### src/core/rsc_defs.svh
// constants for the reset source control block
`ifndef RSC_DEFS_SVH
`define RSC_DEFS_SVH

// ----------------------------------------------------------------
// timing
// ----------------------------------------------------------------
`define RSC_CLK_PERIOD_NS 8
`define RSC_EXT_MIN_NS 2000
// least time, rounded up to whole cycles
`define RSC_EXT_MIN_CYC ((`RSC_EXT_MIN_NS + `RSC_CLK_PERIOD_NS - 1) / `RSC_CLK_PERIOD_NS)
`define RSC_EXT_CNT_W 9

// ----------------------------------------------------------------
// reset cause flag layout
// ----------------------------------------------------------------
`define RSC_FLAG_W 8
`define RSC_FLAG_LVD_BIT 0
`define RSC_FLAG_WDT_BIT 4
`define RSC_FLAG_RESET 8'h00

`endif

### src/core/rsc_pkg.sv
// types for the reset source control block
package rsc_pkg;

  // ----------------------------------------------------------------
  // reset requests gathered from all sources
  // ----------------------------------------------------------------
  typedef struct packed {
    logic ext;
    logic port;
    logic lvd;
    logic wdt;
  } rsc_req_s;

  // ----------------------------------------------------------------
  // shared pin window after power-on clear
  // ----------------------------------------------------------------
  typedef enum logic [1:0] {
    RSC_WIN_OPEN = 2'h0,
    RSC_WIN_HOLD = 2'h1,
    RSC_WIN_CLOSED = 2'h2
  } rsc_win_e;

endpackage

### src/core/rsc_low_filter.sv
// low-level width filter for the external reset pin
`timescale 1ns/10ps
`default_nettype none

module rsc_low_filter #(
  parameter int CNT_W = 9,
  parameter logic [CNT_W-1:0] MIN_CYC = 9'h0FA
) (
  input wire logic clk_sys,
  input wire logic sys_rst,
  input wire logic enable,
  input wire logic pin_n,
  output logic accepted
);

  logic [CNT_W-1:0] cnt_reg;
  logic [CNT_W-1:0] cnt_next;
  logic acc_reg;
  logic acc_next;

  // ----------------------------------------------------------------
  // count low cycles, accept once the minimum width is reached
  // ----------------------------------------------------------------
  always_comb begin
    cnt_next = cnt_reg;
    acc_next = acc_reg;
    if (!enable || pin_n) begin
      cnt_next = '0;
      acc_next = 1'b0;
    end else if (cnt_reg < MIN_CYC - 1'b1) begin
      cnt_next = cnt_reg + 1'b1;
    end else begin
      acc_next = 1'b1; // held while the pin stays low
    end
  end

  always_ff @(posedge clk_sys) begin
    if (sys_rst) begin
      cnt_reg <= '0;
      acc_reg <= 1'b0;
    end else begin
      cnt_reg <= cnt_next;
      acc_reg <= acc_next;
    end
  end

  assign accepted = acc_reg;
endmodule

`default_nettype wire

### src/core/rsc_top.sv
// reset source control: merges reset sources, keeps reset cause flags
`timescale 1ns/10ps
`include "rsc_defs.svh"
`default_nettype none

// Behaviour
// - shared pin low in window forces reset
// - detector reset spares the detector itself
// - watchdog overflow also resets the watchdog
// - power-on clear zeroes all cause flags
module rsc_top #(
  parameter int EXT_CNT_W = `RSC_EXT_CNT_W,
  parameter int EXT_MIN_CYC = `RSC_EXT_MIN_CYC
) (
  input wire logic clk_sys,
  input wire logic sys_rst,
  input wire logic reset_pin_n,
  input wire logic pin_is_port,
  input wire logic option_reload,
  input wire logic low_voltage_detector_req,
  input wire logic wdt_overflow,
  input wire logic flag_rd,
  output logic int_rst,
  output logic lvd_rst,
  output logic wdt_rst,
  output logic [`RSC_FLAG_W-1:0] reset_cause_flags,
  output logic [`RSC_FLAG_W-1:0] flag_rd_data,
  output logic port_pin_level
);

  // ----------------------------------------------------------------
  // external pin filter
  // ----------------------------------------------------------------
  logic ext_accepted;

  rsc_low_filter #(
    .CNT_W(EXT_CNT_W),
    .MIN_CYC(EXT_CNT_W'(EXT_MIN_CYC))
  ) u_ext_filter (
    .clk_sys(clk_sys),
    .sys_rst(sys_rst),
    .enable(!pin_is_port),
    .pin_n(reset_pin_n),
    .accepted(ext_accepted)
  );

  // ----------------------------------------------------------------
  // shared pin window after power-on clear
  // ----------------------------------------------------------------
  rsc_pkg::rsc_win_e win_reg;
  rsc_pkg::rsc_win_e win_next;

  // open after power-on clear, hold on low pin, close on option reload
  always_comb begin
    win_next = win_reg;
    case (win_reg)
      rsc_pkg::RSC_WIN_OPEN: begin
        if (pin_is_port && !reset_pin_n) begin
          win_next = rsc_pkg::RSC_WIN_HOLD;
        end else if (option_reload) begin
          win_next = rsc_pkg::RSC_WIN_CLOSED;
        end
      end
      rsc_pkg::RSC_WIN_HOLD: begin
        if (reset_pin_n) begin
          win_next = rsc_pkg::RSC_WIN_OPEN;
        end
      end
      rsc_pkg::RSC_WIN_CLOSED: begin
        win_next = rsc_pkg::RSC_WIN_CLOSED;
      end
      default: begin
        win_next = rsc_pkg::RSC_WIN_OPEN;
      end
    endcase
  end

  always_ff @(posedge clk_sys) begin
    if (sys_rst) begin
      win_reg <= rsc_pkg::RSC_WIN_OPEN;
    end else begin
      win_reg <= win_next;
    end
  end

  // ----------------------------------------------------------------
  // request gathering
  // ----------------------------------------------------------------
  rsc_pkg::rsc_req_s req;

  // current requests from every source
  always_comb begin
    req.ext = ext_accepted;
    req.port = (win_next == rsc_pkg::RSC_WIN_HOLD);
    req.lvd = low_voltage_detector_req;
    req.wdt = wdt_overflow;
  end

  // ----------------------------------------------------------------
  // reset outputs
  // ----------------------------------------------------------------
  logic int_rst_reg;
  logic int_rst_next;
  logic lvd_rst_reg;
  logic lvd_rst_next;
  logic wdt_rst_reg;
  logic wdt_rst_next;
  logic port_lvl_reg;
  logic port_lvl_next;

  // merge the sources into the three reset domains
  always_comb begin
    int_rst_next = req.ext | req.port | req.lvd | req.wdt;
    lvd_rst_next = req.ext | req.port | req.wdt;
    wdt_rst_next = req.ext | req.port | req.lvd | req.wdt;
    port_lvl_next = pin_is_port & reset_pin_n;
  end

  always_ff @(posedge clk_sys) begin
    if (sys_rst) begin
      int_rst_reg <= 1'b1;
      lvd_rst_reg <= 1'b1;
      wdt_rst_reg <= 1'b1;
      port_lvl_reg <= 1'b0;
    end else begin
      int_rst_reg <= int_rst_next;
      lvd_rst_reg <= lvd_rst_next;
      wdt_rst_reg <= wdt_rst_next;
      port_lvl_reg <= port_lvl_next;
    end
  end

  // ----------------------------------------------------------------
  // reset cause flags
  // ----------------------------------------------------------------
  logic [`RSC_FLAG_W-1:0] flags_reg;
  logic [`RSC_FLAG_W-1:0] flags_next;
  logic [`RSC_FLAG_W-1:0] rd_reg;
  logic [`RSC_FLAG_W-1:0] rd_next;

  // byte read returns and clears, a new cause wins over the clear
  always_comb begin
    flags_next = flags_reg;
    rd_next = rd_reg;
    if (flag_rd) begin
      rd_next = flags_reg;
      flags_next = `RSC_FLAG_RESET;
    end
    if (req.lvd) begin
      flags_next[`RSC_FLAG_LVD_BIT] = 1'b1;
    end
    if (req.wdt) begin
      flags_next[`RSC_FLAG_WDT_BIT] = 1'b1;
    end
  end

  always_ff @(posedge clk_sys) begin
    if (sys_rst) begin
      flags_reg <= `RSC_FLAG_RESET;
      rd_reg <= `RSC_FLAG_RESET;
    end else begin
      flags_reg <= flags_next;
      rd_reg <= rd_next;
    end
  end

  assign int_rst = int_rst_reg;
  assign lvd_rst = lvd_rst_reg;
  assign wdt_rst = wdt_rst_reg;
  assign port_pin_level = port_lvl_reg;
  assign reset_cause_flags = flags_reg;
  assign flag_rd_data = rd_reg;
endmodule

`default_nettype wire

### config.mk
export PLATFORM = sky130hd
export DESIGN_NAME = rsc_top
export DESIGN_NICKNAME = d
export VERILOG_FILES = /design/src/core/rsc_pkg.sv /design/src/core/rsc_low_filter.sv /design/src/core/rsc_top.sv
export VERILOG_INCLUDE_DIRS = /design/src /design/src/core
export SDC_FILE = /design/constraint.sdc
export NUM_CORES = 1
export LEC_CHECK = 0
export ABC_AREA = 1
export BUFFER_PORTS_ARGS = -buffer_cell sky130_fd_sc_hd__buf_4
export CORE_ASPECT_RATIO = 0.5
export CORE_MARGIN = 1
export CORE_UTILIZATION = 32
export DETAILED_ROUTE_END_ITERATION = 16
export PLACE_DENSITY = 0.56
export SLEW_MARGIN = 20
export SYNTH_ARGS = -nofsm -noshare
export SYNTH_HDL_FRONTEND = slang
export SYNTH_SLANG_ARGS = --single-unit
### constraint.sdc
create_clock -name clk_sys -period 1.4 [get_ports clk_sys]
set_input_delay 0.21 -clock clk_sys [delete_from_list [all_inputs] [get_ports clk_sys]]
set_output_delay 0.21 -clock clk_sys [all_outputs]
set_load 0.01 [all_outputs]
### Word level (Yosys, flattened, before mapping)

Index checks and enable logic that the tools add are counted.

| storage, ports and cells | value |
|---|---|
| flip-flop bits (word level) | 19 |
| memory bits (read-only) | 0 |
| bits in writable memories | 0 |
| memories | 0 |
| input bits | 8 |
| bits in latches | 0 |

| operators by class | value |
|---|---|
| div/mod/pow operators | 0 |
| bitwise operators | 5 |
| eq/ne operators | 3 |
| $mul | 0 |
| $add $sub $neg | 1 |
| order comparisons | 1 |
| shift operators | 0 |
| reduce and logical (&&, ||, !) cells | 7 |
| mux-type cells | 7 |

Operator list:

| operator | count |
|---|---|
| 9-bit by 1-bit adder with 9-bit output, second input constant | 1 |
| 9-bit by 8-bit < comparator with 1-bit output, second input constant | 1 |
| 2-bit 2-to-1 mux | 3 |
| 2-bit one-hot mux with 3 select lines | 1 |
| 5-bit 2-to-1 mux | 1 |
| 2-bit by 1-bit == test with 1-bit output, second input constant | 2 |
| 1-bit OR | 4 |
| 2-bit nonzero test | 2 |
| 2-bit == test, second input constant | 1 |
| 2-bit zero test | 1 |
| 1-bit 2-to-1 mux | 2 |
| 2-bit OR reduction | 1 |
| 1-bit AND | 1 |
| 1-bit logical AND | 1 |
| 1-bit zero test | 1 |
| 1-bit logical OR | 1 |

### Depth between registers and ports, before layout

| logic depth | value |
|---|---|
| depth in word-level cells | 8 |
| mapped depth | 8 |
| mapped depth without buffers | 7 |

### By module

A second synthesis with hierarchy kept.

| unflattened totals | value |
|---|---|
| cell total of the unflattened synthesis | 128 |
| area total of the unflattened synthesis | 934.6 µm² |

By module, submodules not included:

| module | area an instance (µm²) | sequential area each (µm²) | instances | cells an instance |
|---|---|---|---|---|
| rsc_low_filter | 518.0 | 200.2 | 1 | 74 |
| rsc_top | 416.6 | 180.2 | 1 | 54 |

### Worst setup path before layout

Ideal clock, no wire load.

| timing path | value |
|---|---|
| kind | reg2reg |
| start | reg u_ext_filter.cnt_reg[0] |
| end | reg u_ext_filter.cnt_reg[6] |
| required time | 1.281 ns |
| arrival | 0.990 ns |
| library setup time | 0.119 ns |
| cell stages (with the launch flop) | 7 |
| path slack | 0.291 ns |
| cells stage by stage | dfxtp_1 ha_1 nand2_1 o21ai_0 nand2_1 nand2_1 a21oi_2 |

| on the way | value |
|---|---|
| longest elaborated chain between the ends | 1 |

Ends and longest elaborated chain:

| what | RTL line | text |
|---|---|---|
| from (decl) | rsc_low_filter.sv:16 | `logic [CNT_W-1:0] cnt_reg;` |
| from (signal assigned) | rsc_low_filter.sv:42 | `cnt_reg <= cnt_next;` |
| 9-bit by 1-bit adder with 9-bit output / 9-bit by 8-bit < comparator with 1-bit output (equally long branches) | rsc_low_filter.sv:31, rsc_low_filter.sv:30 |  |

Parallel ways exist; a longest one is shown, timed or not.
A chain may end at the register's enable or synchronous reset.

### Worst setup path after layout

Same ends and word-level chain as after synthesis.

==> results.sh <==
export IMPL_status="completed"
export IMPL_grt_max_degree=13
export IMPL_port_buffer_count=15
export IMPL_die_area_um2=3120
export IMPL_ys_ff_latch=19
export IMPL_diodes=0
export IMPL_finalNetCount=153
export IMPL_fp_dieH_um=40.0
export IMPL_r2r_end="u_ext_filter.cnt_reg[6]$_SDFFE_PP0N_"
export IMPL_cts_root_buffer="clkbuf_8"
export IMPL_tns_ns=0
export IMPL_crit_fanout=6
export IMPL_start_kind="register"
export IMPL_cp_top_family="flip-flops"
export IMPL_min_path_type="in2reg"
export IMPL_post_cts_resized=0
export IMPL_path_clk_slew_ns=0.08
export IMPL_synth_simple_area_share_pct=29.5
export IMPL_hpwl_mm=1.20
export IMPL_power_leakage_nw=0.485
export IMPL_synth_cell_types=20
export IMPL_viasPerCell=4.31
export IMPL_r2r_worst_path_cells=7
export IMPL_period_share_pct=87.2
export IMPL_final_max_slew_violation_count=0
export IMPL_setup_worst_path_end_class="register"
export IMPL_r2r_start="u_ext_filter.cnt_reg[0]$_SDFFE_PP0N_"
export IMPL_holdPathEnd="win_reg[1]$_SDFF_PP0_"
export IMPL_hold_slack_ns=0.129
export IMPL_finalWirelength_mm=1.60
export IMPL_path_cells="ha_1 -> nand2_1 -> nor2_1 -> nand2_1 -> nand2_1 -> nand2_1 -> a21oi_2"
export IMPL_syn_to_final_growth_pct=17.5
export IMPL_ant_nets=0
export IMPL_syn_inst=125
export IMPL_io_pin_count=28
export IMPL_grt_overflow=0
export IMPL_dr_pass1_iters=4
export IMPL_arrival_ns=1.42
export IMPL_grt_pass1_vias=605
export IMPL_synth_xor_area_share_pct=0.949
export IMPL_numCtsBuffers=3
export IMPL_synth_compound_area_share_pct=9.76
export IMPL_htree_num_levels=1
export IMPL_die_w_um=78.0
export IMPL_crit_required_ns=1.60
export IMPL_grt_setup_unrepaired="no"
export IMPL_max_cap_violations=0
export IMPL_dpl_worst_slack_ns=0.210
export IMPL_worst_r2r_setup_slack_ns=0.18
export IMPL_max_vdd_ir_drop_v=0.000582
export IMPL_critPathBufInv=0
export IMPL_antenna_found_initial=0
export IMPL_netlist_area_um2=923
export IMPL_core_um2=2670
export IMPL_powerDensity_nw_per_um2=989
export IMPL_drc=0
export IMPL_cts_buffer_depth=2
export IMPL_start_util_pct=34.6
export IMPL_wl_per_cell_um=8.88
export IMPL_num_rows=13
export IMPL_slowest_delay_ns=0.42
export IMPL_crit_path_frequent_cell="nand2_1"
export IMPL_yosysWarningCount=0
export IMPL_gp_congestion=0.761
export IMPL_fin_ws_ns=0.179
export IMPL_grt_pass1_wl_mm=2.75
export IMPL_critPathSlowestCell="dfxtp_1"
export IMPL_setup_viol=0
export IMPL_worstSkewPairLatency_ns=0.26
export IMPL_cts_tree="yes"
export IMPL_hold_path_startpoint="pin_is_port"
export IMPL_drt_iter0_drc=24
export IMPL_synthAdderAreaFrac_pct=1.36
export IMPL_synth_mux_area_share_pct=0
export IMPL_cts_hold_buf=0
export IMPL_drive_gt1_share_pct=18.9
export IMPL_cts_sinks=19
export IMPL_hold_violations=0
export IMPL_avgSynthCellArea_um2=7.39
export IMPL_max_freq_ghz=0.819
export IMPL_track_usage_pct=12.5
export IMPL_yosysSeqAreaShare_pct=41.2
export IMPL_vias=776
export IMPL_post_cts_setup_buffer_count=0
export IMPL_synth_top_family_by_area="simple AND/OR/NAND/NOR gates"
export IMPL_fin_crit_ns=1.22
export IMPL_hold_depth=2
export IMPL_criticalPathCategory="reg2reg"
export IMPL_largest_reg_flops=9
export IMPL_skew_ns=0.00446
export IMPL_p_total_mw=1.07
through the flow:
step,area [um^2],std cells,util (%)
after global placement,1040,176,38.8
after detailed placement,1040,176,38.8
after global routing,1080,180,40.7
after CTS,1080,180,40.7
after floorplan,965,136,-
final,1080,180,40.7
layout make-up:
| type | instances | area [um^2] |
|---|---|---|
| well taps | 37 | 46.3 |
| inverters | 14 | 52.6 |
| repair buffers | 17 | 128 |
| fillers | 285 | 1580 |
| clock inverters | 1 | 7.51 |
| multi-input cells | 89 | 429 |
| clock buffers | 3 | 41.3 |
| flip-flops and latches | 19 | 380 |
synthesized netlist by cell type (all sizes together):
master   n  area (um^2)
nand4    4         25.0
nand3    8         45.0
conb     1         3.75
a21oi    9         52.6
nor2    19         78.8
buf     14          103
ha       1         12.5
nand2   25          109
xor2     1         8.76
inv     14         52.6
nor3     3         15.0
o21ai    6         30.0
o21bai   1         7.51
dfxtp   19          380
kinds of logic (layout without fill, tap and decap cells):
group	after synthesis	after routing
adders and majority gates	1	1
buffers and inverters	28	35
xor gates and xnor gates	1	1
AOI/OAI and AO/OA	16	16
DFF	19	19
other	1	12
and+or+nand+nor	59	59
layer usage:
layer  vias up  global-route usage (%)  share of wire (%)
met5         -                       0                  0
met4         0                    6.94                1.8
met3         4                    5.45                6.3
met2        28                    19.2                 40
met1       336                    15.3                 51
li1        408                       -                  -
power breakdown:
| part | total [mW] | internal (mW) | switching [mW] |
|---|---|---|---|
| Sequential | 0.567 | 0.557 | 0.0101 |
| Combinational | 0.0970 | 0.0421 | 0.0549 |
| Clock | 0.409 | 0.201 | 0.207 |
| Total | 1.07 | 0.800 | 0.272 |
worst max path at each step:
| stage | startpoint | endpoint | cells after the start |
|---|---|---|---|
| floorplan | u_ext_filter.cnt_reg[0]$_SDFFE_PP0N_ | u_ext_filter.cnt_reg[6]$_SDFFE_PP0N_ | 6 |
| global placement | u_ext_filter.cnt_reg[0]$_SDFFE_PP0N_ | u_ext_filter.cnt_reg[6]$_SDFFE_PP0N_ | 6 |
| detailed placement | u_ext_filter.cnt_reg[0]$_SDFFE_PP0N_ | u_ext_filter.cnt_reg[6]$_SDFFE_PP0N_ | 6 |
| CTS | u_ext_filter.cnt_reg[0]$_SDFFE_PP0N_ | u_ext_filter.cnt_reg[6]$_SDFFE_PP0N_ | 6 |
| global route | u_ext_filter.cnt_reg[0]$_SDFFE_PP0N_ | u_ext_filter.cnt_reg[6]$_SDFFE_PP0N_ | 6 |
| finish | u_ext_filter.cnt_reg[0]$_SDFFE_PP0N_ | u_ext_filter.cnt_reg[6]$_SDFFE_PP0N_ | 7 |
cell usage in the layout (no fill, tap or decap), types with 2 or more instances in the layout:
master / Yosys / final
a21oi_2: 2 / 2
conb_1: 1 / 12
buf_4: 13 / 17
o21ai_0: 5 / 5
nor2_1: 18 / 18
nand3_1: 7 / 7
nor3_1: 3 / 3
nand2_4: 2 / 2
nand4_1: 4 / 4
inv_1: 14 / 14
a21oi_1: 7 / 7
dfxtp_1: 19 / 19
nand2_1: 23 / 23
clkbuf_8: 0 / 3
No activity file was read; power rests on OpenSTA's default activity.
